===== src/rtl/bmw_cfg.svh =====
// constants for the bridge memory window register bank
`ifndef BMW_CFG_SVH
`define BMW_CFG_SVH
`define BMW_OFS_MEM 8'h20
`define BMW_OFS_PF_LOW 8'h24
`define BMW_OFS_PF_BASE_HI 8'h28
`define BMW_OFS_PF_LIMIT_HI 8'h2c
`define BMW_PF_CAP_64 4'h1
`define BMW_ZERO_20 20'h00000
`define BMW_ONES_20 20'hfffff
`define BMW_BASE_LSB 4
`define BMW_BASE_MSB 15
`define BMW_LIMIT_LSB 20
`define BMW_LIMIT_MSB 31
`define BMW_CAPLO_MSB 3
`define BMW_CAPHI_LSB 16
`define BMW_CAPHI_MSB 19
`endif


===== src/rtl/bmw_pkg.sv =====
// types for the bridge memory window register bank
package bmw_pkg;
  typedef logic [11:0] bmw_field_t;
  typedef struct packed {
    logic [11:0] mem_base;
    logic [11:0] mem_limit;
    logic [11:0] pf_base;
    logic [11:0] pf_limit;
    logic [31:0] pf_base_hi;
    logic [31:0] pf_limit_hi;
    logic [31:0] rdata;
  } bmw_state_s;
endpackage


===== src/rtl/bmw_range_cmp.sv =====
// inclusive range comparator for one address window
module bmw_range_cmp #(
  parameter int AW = 64
) (
  input wire logic [AW-1:0] addr,
  input wire logic [AW-1:0] bottom,
  input wire logic [AW-1:0] top,
  output logic hit
);
  assign hit = (addr >= bottom) && (addr <= top);
endmodule


===== src/rtl/bmw_regs.sv =====
// memory window configuration registers with apb slave and forwarding decode
//
// Function
// - the low nibbles of the memory base and limit fields read zero and reset to zero.
// - the memory base field gives window bottom bits 31:20 with bits 19:0 zero, reset zero.
// - the memory limit field gives window top bits 31:20 with bits 19:0 all ones.
// - memory transactions are forwarded according to the memory base and limit.
// - the prefetchable low nibbles encode addressing capability, 0 for 32-bit, 1 for 64-bit.
// - each prefetchable capability nibble resets to one, reporting 64-bit support.
// - the prefetchable base field gives bottom bits 31:20 with lower twenty bits zero.
// - the prefetchable limit field gives top bits 31:20 with lower bits ones, for reads and writes.
// - a writable 32-bit register holds prefetchable bottom bits 63:32, reset zero.
// - a writable 32-bit register holds prefetchable top bits 63:32, reset zero.
//
// Design decision made here: the APB register port.
`include "bmw_cfg.svh"
module bmw_regs #(
  parameter int AW = 8
) (
  input wire logic pclk,
  input wire logic presetn,
  input wire logic psel,
  input wire logic penable,
  input wire logic pwrite,
  input wire logic [AW-1:0] paddr,
  input wire logic [31:0] pwdata,
  input wire logic [3:0] pstrb,
  output logic [31:0] prdata,
  output logic pready,
  output logic pslverr,
  input wire logic [63:0] txn_addr,
  input wire logic txn_is_64,
  output logic mem_hit,
  output logic pf_hit,
  output logic forward
);
  // ==========================================================
  // state
  bmw_pkg::bmw_state_s st_r;
  bmw_pkg::bmw_state_s st_nxt;
  logic wr_en;
  logic rd_en;
  logic [31:0] rd_mux;
  logic [31:0] wmask;
  logic mapped;
  logic [63:0] mem_bottom;
  logic [63:0] mem_top;
  logic [63:0] pf_bottom;
  logic [63:0] pf_top;
  logic [63:0] mem_addr;
  logic mem_hit_c;
  logic pf_hit_c;

  assign pready = 1'b1;
  assign wr_en = psel && penable && pwrite;
  assign rd_en = psel && !penable && !pwrite;

  // ==========================================================
  // byte strobe expansion
  genvar gi;
  generate
    for (gi = 0; gi < 4; gi++) begin : g_strb
      assign wmask[gi*8 +: 8] = {8{pstrb[gi]}};
    end
  endgenerate

  always_comb begin
    mapped = 1'b1;
    rd_mux = 32'h0000_0000;
    unique case (paddr)
      AW'(`BMW_OFS_MEM): begin
        rd_mux[`BMW_BASE_MSB:`BMW_BASE_LSB] = st_r.mem_base;
        rd_mux[`BMW_LIMIT_MSB:`BMW_LIMIT_LSB] = st_r.mem_limit;
      end
      AW'(`BMW_OFS_PF_LOW): begin
        rd_mux[`BMW_CAPLO_MSB:0] = `BMW_PF_CAP_64;
        rd_mux[`BMW_BASE_MSB:`BMW_BASE_LSB] = st_r.pf_base;
        rd_mux[`BMW_CAPHI_MSB:`BMW_CAPHI_LSB] = `BMW_PF_CAP_64;
        rd_mux[`BMW_LIMIT_MSB:`BMW_LIMIT_LSB] = st_r.pf_limit;
      end
      AW'(`BMW_OFS_PF_BASE_HI): rd_mux = st_r.pf_base_hi;
      AW'(`BMW_OFS_PF_LIMIT_HI): rd_mux = st_r.pf_limit_hi;
      default: mapped = 1'b0;
    endcase
  end

  assign pslverr = psel && penable && !mapped;

  // ==========================================================
  // next state
  always_comb begin
    logic [31:0] cur;
    logic [31:0] nw;
    cur = rd_mux;
    nw = (pwdata & wmask) | (cur & ~wmask);
    st_nxt = st_r;
    if (rd_en) begin
      st_nxt.rdata = mapped ? rd_mux : 32'h0000_0000;
    end
    if (wr_en && mapped) begin
      unique case (paddr)
        AW'(`BMW_OFS_MEM): begin
          st_nxt.mem_base = nw[`BMW_BASE_MSB:`BMW_BASE_LSB];
          st_nxt.mem_limit = nw[`BMW_LIMIT_MSB:`BMW_LIMIT_LSB];
        end
        AW'(`BMW_OFS_PF_LOW): begin
          st_nxt.pf_base = nw[`BMW_BASE_MSB:`BMW_BASE_LSB];
          st_nxt.pf_limit = nw[`BMW_LIMIT_MSB:`BMW_LIMIT_LSB];
        end
        AW'(`BMW_OFS_PF_BASE_HI): st_nxt.pf_base_hi = nw;
        AW'(`BMW_OFS_PF_LIMIT_HI): st_nxt.pf_limit_hi = nw;
        default: st_nxt = st_nxt;
      endcase
    end
  end

  always_ff @(posedge pclk or negedge presetn) begin
    if (!presetn) begin
      st_r <= '0;
    end else begin
      st_r <= st_nxt;
    end
  end

  assign prdata = st_r.rdata;

  // ==========================================================
  // window assembly and decode
  assign mem_bottom = {32'h0000_0000, st_r.mem_base, `BMW_ZERO_20};
  assign mem_top = {32'h0000_0000, st_r.mem_limit, `BMW_ONES_20};
  assign pf_bottom = {st_r.pf_base_hi, st_r.pf_base, `BMW_ZERO_20};
  assign pf_top = {st_r.pf_limit_hi, st_r.pf_limit, `BMW_ONES_20};
  // 32-bit addresses sit in the low half; the plain window never decodes above 4 GB
  assign mem_addr = txn_is_64 ? txn_addr : {32'h0000_0000, txn_addr[31:0]};

  bmw_range_cmp #(.AW(64)) u_mem_cmp (
    .addr(mem_addr),
    .bottom(mem_bottom),
    .top(mem_top),
    .hit(mem_hit_c)
  );

  bmw_range_cmp #(.AW(64)) u_pf_cmp (
    .addr(mem_addr),
    .bottom(pf_bottom),
    .top(pf_top),
    .hit(pf_hit_c)
  );

  assign mem_hit = mem_hit_c;
  assign pf_hit = pf_hit_c;
  assign forward = mem_hit_c || pf_hit_c;

  // ==========================================================
  // assertions
  AST_MEM_LOW_NIBBLE_ZERO: assert property (@(posedge pclk) disable iff (!presetn)
    (psel && !penable && !pwrite && paddr == AW'(`BMW_OFS_MEM)) |=>
    (prdata[3:0] == 4'h0 && prdata[19:16] == 4'h0))
    else $error("memory window low nibbles not zero");
  AST_MEM_BASE_WRITE: assert property (@(posedge pclk) disable iff (!presetn)
    (wr_en && paddr == AW'(`BMW_OFS_MEM) && pstrb == 4'hf) |=>
    (mem_bottom[31:20] == $past(pwdata[15:4]) && mem_bottom[19:0] == 20'h00000))
    else $error("memory bottom not taken from write");
  AST_MEM_TOP_ONES: assert property (@(posedge pclk) disable iff (!presetn)
    (wr_en && paddr == AW'(`BMW_OFS_MEM) && pstrb == 4'hf) |=>
    (mem_top[31:20] == $past(pwdata[31:20]) && mem_top[19:0] == 20'hfffff))
    else $error("memory top not taken from write");
  AST_FORWARD_DECODE: assert property (@(posedge pclk) disable iff (!presetn)
    forward == ((mem_addr >= mem_bottom && mem_addr <= mem_top) ||
    (mem_addr >= pf_bottom && mem_addr <= pf_top)))
    else $error("forward decision mismatch");
  AST_PF_CAP_READ: assert property (@(posedge pclk) disable iff (!presetn)
    (rd_en && paddr == AW'(`BMW_OFS_PF_LOW)) |=>
    (prdata[3:0] == 4'h1 && prdata[19:16] == 4'h1))
    else $error("prefetch capability nibble wrong");
  AST_PF_CAP_AFTER_WRITE: assert property (@(posedge pclk) disable iff (!presetn)
    (wr_en && paddr == AW'(`BMW_OFS_PF_LOW)) ##2 (rd_en && paddr == AW'(`BMW_OFS_PF_LOW)) |=>
    (prdata[3:0] == 4'h1))
    else $error("capability nibble changed by write");
  AST_PF_BASE_WRITE: assert property (@(posedge pclk) disable iff (!presetn)
    (wr_en && paddr == AW'(`BMW_OFS_PF_LOW) && pstrb == 4'hf) |=>
    (pf_bottom[31:20] == $past(pwdata[15:4]) && pf_top[31:20] == $past(pwdata[31:20])))
    else $error("prefetch low fields not taken");
  AST_PF_TOP_ONES: assert property (@(posedge pclk) disable iff (!presetn)
    pf_top[19:0] == 20'hfffff && pf_bottom[19:0] == 20'h00000)
    else $error("prefetch window low bits wrong");
  AST_PF_BASE_HI: assert property (@(posedge pclk) disable iff (!presetn)
    (wr_en && paddr == AW'(`BMW_OFS_PF_BASE_HI) && pstrb == 4'hf) |=>
    (pf_bottom[63:32] == $past(pwdata)) ##1 $stable(pf_bottom[63:32]))
    else $error("prefetch base upper not held");
  AST_PF_LIMIT_HI: assert property (@(posedge pclk) disable iff (!presetn)
    (wr_en && paddr == AW'(`BMW_OFS_PF_LIMIT_HI) && pstrb == 4'hf) |=>
    (pf_top[63:32] == $past(pwdata)))
    else $error("prefetch limit upper not taken");
  AST_PF_HIT_RANGE: assert property (@(posedge pclk) disable iff (!presetn)
    pf_hit |-> (mem_addr >= pf_bottom && mem_addr <= pf_top))
    else $error("prefetch hit outside window");

  COV_MEM_HIT: cover property (@(posedge pclk) disable iff (!presetn) mem_hit);
  COV_PF_HIT_HIGH: cover property (@(posedge pclk) disable iff (!presetn)
    pf_hit && mem_addr[63:32] != 32'h0000_0000);
  COV_UNMAPPED: cover property (@(posedge pclk) disable iff (!presetn) pslverr);
  COV_WR_THEN_RD: cover property (@(posedge pclk) disable iff (!presetn)
    wr_en ##2 rd_en);
endmodule


===== config.mk =====
export PLATFORM = sky130hd
export DESIGN_NAME = bmw_regs
export DESIGN_NICKNAME = d
export VERILOG_FILES = /design/src/rtl/bmw_pkg.sv /design/src/rtl/bmw_range_cmp.sv /design/src/rtl/bmw_regs.sv
export VERILOG_INCLUDE_DIRS = /design/src /design/src/rtl
export SDC_FILE = /design/constraint.sdc
export NUM_CORES = 1
export LEC_CHECK = 0
export BUFFER_PORTS_ARGS = -buffer_cell sky130_fd_sc_hd__buf_2
export CAP_MARGIN = 15
export CORE_UTILIZATION = 65
export DETAILED_ROUTE_END_ITERATION = 10
export PLACE_DENSITY = 0.9
export SLEW_MARGIN = 20
export SYNTH_ARGS = -nofsm -noshare
export SYNTH_HDL_FRONTEND = slang
export SYNTH_HIERARCHICAL = 1
export SYNTH_SLANG_ARGS = --single-unit

===== constraint.sdc =====
create_clock -name pclk -period 8.3 [get_ports pclk]
set_clock_uncertainty 0.15 [all_clocks]
set_input_delay 1.245 -clock pclk [delete_from_list [all_inputs] [get_ports pclk]]
set_output_delay 1.245 -clock pclk [all_outputs]
set_load 0.01 [all_outputs]

Word-level counts from Yosys, hierarchy flattened
Index checks and enable logic that the tools add are counted.
{"block": "classes", "addsub": 0, "mul": 0, "div": 0, "magnitude_cmp": 4, "n_eq_ne": 4, "shifts": 0, "mux": 8, "n_bitwise": 4, "n_reduce_logical": 17}
{"cell": "12-bit one-hot mux with 4 select lines", "count": 2}
{"cell": "32-bit bitwise AND", "count": 2}
{"cell": "64-bit by 32-bit >= comparator with 1-bit output", "count": 1}
{"cell": "64-bit >= comparator", "count": 1}
{"cell": "64-bit by 32-bit <= comparator with 1-bit output", "count": 1}
{"cell": "64-bit <= comparator", "count": 1}
{"cell": "32-bit two-way mux", "count": 2}
{"cell": "64-bit two-way mux", "count": 1}
{"cell": "8-bit by 6-bit == test with 1-bit output (second input constant)", "count": 4}
{"cell": "32-bit NOT", "count": 1}
{"cell": "32-bit bitwise OR", "count": 1}
{"cell": "4-bit one-hot mux with 3 select lines", "count": 2}
{"cell": "1-bit logical AND", "count": 8}
{"cell": "2-bit AND reduction", "count": 4}
{"cell": "4-bit OR reduction", "count": 1}
{"cell": "1-bit logical NOT", "count": 3}
{"cell": "1-bit logical OR", "count": 1}
{"cell": "1-bit two-way mux", "count": 1}
{"block": "word_totals", "reg_bits": 144, "latchBits": 0, "ram_bits": 0, "rom_bits": 0, "input_bits": 114, "output_inout_bits": 37, "word_cells": 44, "n_memories": 0}

Depth between registers and ports, before layout
Gate-level depths: netlist of the first run.
{"block": "depth", "ltp_word": 5, "mapped_depth": 11, "depth_no_buf": 10}

Cells and area by module
Netlist of the first run, hierarchy kept.
{"module": "bmw_regs", "n_inst": 1, "cells_each": 563, "area_each_um2": 6625.1, "seq_area_each_um2": 3603.5}
{"module": "bmw_range_cmp", "n_inst": 2, "cells_each": 451, "area_each_um2": 3168.0, "seq_area_each_um2": 0.0}

Least setup slack after synthesis of the first run
OpenSTA, ideal clock, no wires.
{"block": "synth_path", "path_type": "input -> output", "from": "input txn_is_64", "to": "output forward", "t_arrival_ns": 3.685, "required_time_ns": 6.905, "path_slack_ns": 3.220, "stages": 9, "path_buffers": 1, "cell_sequence": "clkbuf_1 -> and2_1 -> ha_1 -> nand4_2 -> or3_1 -> or4_4 -> or3_1 -> a32oi_1 -> or2_2"}
{"block": "synth_via", "elab_chain_cells": 4, "word_cells_on_any_way": 8, "cone_classes": "order compare (4); mux (1); reduce/logical (3)"}
{"element": "start: declaration", "line_no": "bmw_regs.sv:32", "source": "input wire logic txn_is_64,"}
{"element": "64-bit two-way mux (*)", "line_no": "bmw_regs.sv:134", "source": "assign mem_addr = txn_is_64 ? txn_addr : {32'h0000_0000, txn_addr[31:0]};"}
{"element": "via mem_addr[35]", "line_no": "bmw_regs.sv:50", "source": "logic [63:0] mem_addr;"}
{"element": "64-bit >= comparator / 64-bit <= comparator (equally long branches)", "line_no": "bmw_range_cmp.sv:10", "source": "assign hit = (addr >= bottom) && (addr <= top);"}
{"element": "1-bit logical AND (*)", "line_no": "bmw_range_cmp.sv:10"}
{"element": "via pf_hit", "line_no": "bmw_regs.sv:34", "source": "output logic pf_hit,"}
{"element": "1-bit logical OR (*)", "line_no": "bmw_regs.sv:152", "source": "assign forward = mem_hit_c || pf_hit_c;"}
{"element": "end: declaration", "line_no": "bmw_regs.sv:35", "source": "output logic forward"}
The timed path passes the listed nets; every way through them passes the cells marked *.

Final worst setup path of the first run
{"block": "layout_path", "from": "input txn_is_64", "to": "output forward"}
{"block": "layout_via", "elab_chain_cells": 4, "word_cells_on_any_way": 8, "cone_classes": "order compare (4); mux (1); reduce/logical (3)"}
{"element": "64-bit two-way mux (*)", "line_no": "bmw_regs.sv:134"}
{"element": "via mem_addr[61]", "line_no": "bmw_regs.sv:50"}
{"element": "64-bit by 32-bit >= comparator with 1-bit output (tied with other cells)", "line_no": "bmw_range_cmp.sv:10"}
{"element": "1-bit logical AND", "line_no": "bmw_range_cmp.sv:10"}
{"element": "1-bit logical OR (*)", "line_no": "bmw_regs.sv:152"}
Marks and branches as above.

==> results.sh, run 1 <==
export IMPL_grt_pass1_vias=12189
export IMPL_worstPathRequired_ns=6.90
export IMPL_synth_cells=1465
export IMPL_routedWlPerCell_um=19.3
export IMPL_finalHoldViolations=0
export IMPL_vias_per_cell=6.11
export IMPL_hold_depth=2
export IMPL_clkLatencyLatePin_ns=0.43
export IMPL_postRouteAntennaNets=0
export IMPL_ys_seq_area_share_pct=27.8
export IMPL_critPathArrivalTime_ns=4.45
export IMPL_postSynth_asyncResetShare_pct=100
export IMPL_r2r_slack_ns=6.33
export IMPL_die_area_um2=20500
export IMPL_areaGrowthSynthToFinish_pct=16.3
export IMPL_cts_buffers=17
export IMPL_antenna_found_initial=1
export IMPL_nets=2113
export IMPL_core_area_um2=19500
export IMPL_synth_area_per_cell_um2=8.85
export IMPL_hold_class="reg2reg"
export IMPL_maxSlewViolCount=0
export IMPL_finalWeightedCongestion=0.928
export IMPL_hp_start="prdata[29]"
export IMPL_drc=0
export IMPL_cts_tree="yes"
export IMPL_p_leak_uw=0.00755
export IMPL_cap_viol_max_count=0
export IMPL_layout_drive_gt1_share_pct=16.6
export IMPL_min_period_ns=5.85
export IMPL_drtIter0Drc=1319
export IMPL_r2r_cells=4
export IMPL_fmax_ghz=0.171
export IMPL_cts_resized=0
export IMPL_wirelength_mm=39.1
export IMPL_num_vias=12359
export IMPL_post_cts_buffers=0
export IMPL_setup_viol=0
export IMPL_fin_tns_setup_ns=0
export IMPL_yosysUniqueCellTypes=53
export IMPL_grt_max_degree=95
export IMPL_slew_headroom_pct=30.0
export IMPL_ys_dominant_reg_cell="dfrtp_1"
export IMPL_rsz0062_at_grt="false"
export IMPL_p_per_area_nw_per_um2=130
export IMPL_clock_sinks=144
export IMPL_grt_usage_pct=39.6
export IMPL_die_w_um=143
export IMPL_clock_path_buffers=2
export IMPL_vdd_drop_max_v=0.000151
export IMPL_boundaryPins=151
export IMPL_rows=51
export IMPL_r2r_start="pf_bottom[58]"
export IMPL_initial_core_util_pct=66.4
export IMPL_synth_area_um2=13000
export IMPL_status="finished, final reports clean"
export IMPL_crit_path_end_kind="primary output"
export IMPL_min_to="prdata[29]"
export IMPL_start_kind="primary input"
export IMPL_hold_buffers=0
export IMPL_crit_fanout=32
export IMPL_utilization_pct=77.2
export IMPL_ys_ff_latch=144
export IMPL_drt_pass1_iterations=8
export IMPL_critPathKind="in2out"
export IMPL_portBuffers=149
export IMPL_hpwl_mm=29.3
export IMPL_clkTransAtPathRegs_ns=0.06
export IMPL_synth_edf_count=0
export IMPL_r2r_end="pf_bottom[58]"
export IMPL_dieHeight_um=143
export IMPL_grt_first_pass_wirelength_mm=61.9
export IMPL_cts_root_buf="clkbuf_16"
export IMPL_htreeDepth=4
export IMPL_worst_slew_pin_slew_ns=1.04
export IMPL_finalCritPeriodShare_pct=70.4
export IMPL_overflow=0
export IMPL_synth_warnings=6
## power breakdown
part           switching [uW]  total, uW  internal (uW)
Combinational             250        409            159
Sequential               9.48        721            712
Clock                     323        832            508
Total                     583       1960           1380
## synthesized netlist by cell type, types with 3 or more instances
cell type / instances / share of area (%)
nand4_1: 41 / 2.0
a31oi_1: 4 / 0.19
nand3_1: 37 / 1.4
buf_6: 7 / 0.61
o211ai_1: 4 / 0.23
mux4_2: 24 / 4.2
mux2_4: 6 / 0.70
nand2b_1: 4 / 0.19
dfrtp_1: 144 / 28
nor4b_1: 3 / 0.20
a21oi_1: 151 / 5.8
mux2_2: 56 / 4.9
nand2_1: 109 / 3.2
a211oi_1: 6 / 0.35
o21a_1: 6 / 0.35
or3_1: 4 / 0.19
and2_1: 34 / 1.6
nor2b_1: 6 / 0.29
a22o_1: 13 / 0.88
a221oi_1: 10 / 0.68
nor3_1: 16 / 0.62
nor2_1: 76 / 2.2
a21o_1: 16 / 0.93
clkbuf_1: 17 / 0.49
or2_2: 4 / 0.19
nor4_1: 12 / 0.58
ha_1: 256 / 25
inv_1: 256 / 7.4
a22oi_1: 13 / 0.75
a2111oi_0: 4 / 0.27
o21ai_0: 74 / 2.9
buf_2: 16 / 0.62
## critical path: stages
cell,delay [ns]
buf_2,0.40
and2_1,0.29
ha_1,0.17
nand4_1,0.14
nor3_1,0.42
nand3_1,0.23
or4_4,0.59
or3_1,0.37
a32oi_1,0.29
or2_2,0.17
buf_2,0.12
## per-stage QoR
stage | instance area (um^2) | std cells | worst slack, ns | hold slack, ns | total power [uW]
global placement | 14400 | 1989 | 2.63 | 0.307 | 1090
finish | 15100 | 2023 | 2.45 | 0.322 | 1960
floorplan | 13500 | 1608 | 3.22 | 0.348 | 979
detailed placement | 14400 | 1989 | 2.57 | 0.316 | 1120
global route | 15100 | 2021 | 2.30 | 0.350 | 2040
CTS | 15100 | 2021 | 2.56 | 0.330 | 1940
## worst max path at each step
stage | from | end | slack (ns)
global placement | txn_is_64 | forward | 2.63
global route | txn_is_64 | forward | 2.30
floorplan | txn_is_64 | forward | 3.22
finish | txn_is_64 | forward | 2.45
CTS | txn_is_64 | forward | 2.56
detailed placement | txn_is_64 | forward | 2.57
## final cells by class
type,instances,area (um^2)
antenna,2,5.00
clock buffer,18,429
clock inverter,14,205
fill,1302,4450
inverter,256,961
multi-input combinational,1166,8720
sequential,144,3600
tap,265,332
timing repair buffer,158,820
## layer usage
layer	GRT usage (%)	part of all wire [%]	wire length, um
met5	0	0	0
met4	22.5	5.8	2260
met3	10.1	11	4220
met2	65.4	47	18300
met1	46.8	37	14300
## flip-flops by register name, summed over array words and instances (netlist names)
| name | flops |
|---|---|
| pf_bottom | 44 |
| pf_top | 44 |
| prdata | 32 |
| mem_bottom | 12 |
| mem_top | 12 |
## kinds of logic (layout without fill, tap and decap cells)
| group | Yosys count | in the layout | synth area share, % |
|---|---|---|---|
| compound gates | 317 | 317 | 14.4 |
| buf+inv | 298 | 446 | 9.22 |
| fa+ha+maj | 256 | 256 | 24.7 |
| flops | 144 | 144 | 27.8 |
| simple gates | 362 | 362 | 14.0 |
| mux | 86 | 86 | 9.73 |
| other cells | 2 | 147 | 0.0579 |
## placed cells by master, fill, tap and decap left out, types with 3 or more instances in the layout
cell type and instances:
nor2b_1 6, nand4_1 41, o211ai_1 4, clkinvlp_4 4
a2111oi_0 4, o21a_1 6, inv_6 3, a22oi_1 13
mux2_4 6, nand2_1 109, nor3_1 14, a21o_1 16
mux4_2 24, a31oi_1 4, nand3_1 37, a211oi_1 6
inv_1 256, ha_1 256, bufinv_16 4, nand2b_1 4
buf_4 9, a22o_1 13, a221oi_1 10, nor4_1 12
and2_1 34, mux2_2 56, conb_1 145, o21ai_0 74
clkbuf_16 17, nor2_1 75, dfrtp_1 144, nor3_2 4
a21oi_1 151, or2_2 4, or3_1 4, buf_2 148
(Power assumes the default switching activity.)
==> run 2, diff against run 1 <==
--- a/config.mk
+++ b/config.mk
@@ -8,9 +8,9 @@
 export LEC_CHECK = 0
 export BUFFER_PORTS_ARGS = -buffer_cell sky130_fd_sc_hd__buf_2
 export CAP_MARGIN = 15
-export CORE_UTILIZATION = 65
+export CORE_UTILIZATION = 55
 export DETAILED_ROUTE_END_ITERATION = 10
-export PLACE_DENSITY = 0.9
+export PLACE_DENSITY = 0.81
 export SLEW_MARGIN = 20
 export SYNTH_ARGS = -nofsm -noshare
 export SYNTH_HDL_FRONTEND = slang
==> constraint.sdc (replaced) <==
create_clock -name pclk -period 5.3 [get_ports pclk]
set_clock_uncertainty 0.15 [all_clocks]
set_input_delay 0.795 -clock pclk [delete_from_list [all_inputs] [get_ports pclk]]
set_output_delay 0.795 -clock pclk [all_outputs]
set_load 0.01 [all_outputs]
==> results.sh, run 2 (synthesized netlist as in run 1, its figures left out) <==
export IMPL_p_sw_share_pct=29.8
export IMPL_cts_buffers=17
export IMPL_critPathSlowestCell="or4_4"
export IMPL_setup_viol=0
export IMPL_busiest_layer="met2"
export IMPL_die_area_um2=24200
export IMPL_critPathKind="in2out"
export IMPL_switchingPower_uw=885
export IMPL_r2r_slack_ns=3.36
export IMPL_htreeDepth=4
export IMPL_routedWlPerCell_um=17.8
export IMPL_critPathArrivalTime_ns=4.15
export IMPL_clkTransAtPathRegs_ns=0.06
export IMPL_r2r_cells=4
export IMPL_cap_viol_max_count=0
export IMPL_finalHoldViolations=0
export IMPL_hpwl_mm=29.3
export IMPL_drt_pass1_iterations=6
export IMPL_areaGrowthSynthToFinish_pct=16.6
export IMPL_grt_first_pass_wirelength_mm=58.5
export IMPL_hold_buffers=0
export IMPL_fin_tns_setup_ns=0
export IMPL_use_met3_pct=5.15
export IMPL_antenna_found_initial=2
export IMPL_wirelength_mm=36.8
export IMPL_preCtsSetupSlack_ns=0.329
export IMPL_p_per_area_nw_per_um2=197
export IMPL_nets=2115
export IMPL_vias_per_cell=5.66
export IMPL_p_seq_share_pct=37.9
export IMPL_r2r_start="pf_top[54]"
export IMPL_finalCritPeriodShare_pct=96.2
export IMPL_final_cell_mix="inv_1, ha_1, a21oi_1"
export IMPL_dp_cells=2039
export IMPL_boundaryPins=151
export IMPL_finalNonFillerCells=2072
export IMPL_clock_sinks=144
export IMPL_cpPeakStageDelay_ns=0.59
export IMPL_vdd_drop_max_v=0.000170
export IMPL_worst_slew_pin_slew_ns=0.939
export IMPL_num_vias=11733
export IMPL_crit_top_cell="buf_2"
export IMPL_slew_headroom_pct=36.9
export IMPL_post_cts_buffers=0
export IMPL_finalWeightedCongestion=0.985
export IMPL_rsz0062_at_grt="false"
export IMPL_portBuffers=149
export IMPL_layout_drive_gt1_share_pct=16.8
export IMPL_min_period_ns=5.10
export IMPL_use_met2_pct=51.2
export IMPL_utilization_pct=66.2
export IMPL_grt_max_degree=104
export IMPL_maxSlewViolCount=0
export IMPL_r2r_end="pf_top[54]"
export IMPL_cts_tree="yes"
export IMPL_p_clk_share_pct=41.0
export IMPL_rows=55
export IMPL_cts_resized=0
export IMPL_grt_usage_pct=31.5
export IMPL_globalRouteMet1Util_pct=39.9
export IMPL_core_area_um2=22800
export IMPL_cts_root_buf="clkbuf_16"
export IMPL_status="finished, final reports clean"
export IMPL_clkLatencyLatePin_ns=0.42
export IMPL_crit_fanout=32
export IMPL_hold_class="in2async"
export IMPL_initial_core_util_pct=56.7
export IMPL_power_frac_comb_pct=21.0
export IMPL_drc=0
export IMPL_path_cells="buf_2 -> and2_1 -> ha_1 -> nand4_1 -> nor3_1 -> nand3_1 -> or4_4 -> or3_1 -> a32oi_1 -> or2_2 -> buf_2"
export IMPL_holdWs_ns=0.285
export IMPL_fmax_ghz=0.196
export IMPL_die_w_um=156
export IMPL_drtIter0Drc=992
export IMPL_setup_slack_ns=0.201
export IMPL_grt_pass1_vias=11548
export IMPL_overflow=0
export IMPL_power_internal_uw=2090
export IMPL_postRouteAntennaNets=0
export IMPL_clock_path_buffers=2
export IMPL_dieHeight_um=156
export IMPL_p_leak_uw=0.00755
export IMPL_crit_path_end_kind="primary output"
export IMPL_worstPathRequired_ns=4.36
export IMPL_start_kind="primary input"
-- run 2: changes by cell type in the layout (fill, tap and decap cells not counted) --
cell,before,now
diode_2,2,1
clkbuf_1,1,0
clkbuf_8,0,2
inv_6,3,4
buf_4,9,11
clkinv_4,2,1
clkinv_2,0,1
bufinv_16,4,2
-- run 2: final cells by class --
class | count | area (um^2)
Clock buffer | 19 | 453
Sequential cell | 144 | 3600
Clock inverter | 13 | 150
Antenna cell | 1 | 2.50
Multi-Input combinational cell | 1166 | 8720
Tap cell | 313 | 392
Timing Repair Buffer | 160 | 835
Fill cell | 1868 | 7730
Inverter | 256 | 961
-- run 2: metrics by stage --
stage | instance area [um^2] | power [uW]
after floorplan | 13500 | 1530
after global placement | 14500 | 1720
after detailed placement | 14500 | 1750
after CTS | 15100 | 2960
after global routing | 15100 | 3120
final | 15100 | 2970
-- run 2: layer usage --
metal	vias to the layer above	wire length, um
li1	5571	-
met1	5488	15000
met2	549	16800
met3	121	3020
met4	4	1950
met5	-	22
-- run 2: worst max-delay path by stage --
stage	startpoint	endpoint	cells past startpoint
after floorplan	txn_is_64	forward	9
after global placement	txn_is_64	forward	11
after detailed placement	txn_is_64	forward	11
after CTS	txn_is_64	forward	11
after global routing	txn_is_64	forward	11
final	txn_is_64	forward	11
-- run 2: critical path, delay by kind of cell --
family          cells  cell delay (ns)
compound gates      1             0.32
fa+ha+maj           1             0.18
buf+inv             2             0.54
simple gates        7             2.31
-- run 2: power by group through the flow --
stage          Sequential, uW  Clock, uW  Combinational, uW
2_1_floorplan            1140          0                390
5_1_grt                  1130       1280                709
3_3_place_gp             1150          0                571
6_report                 1130       1220                625
3_5_place_dp             1150          0                599
4_1_cts                  1130       1230                605
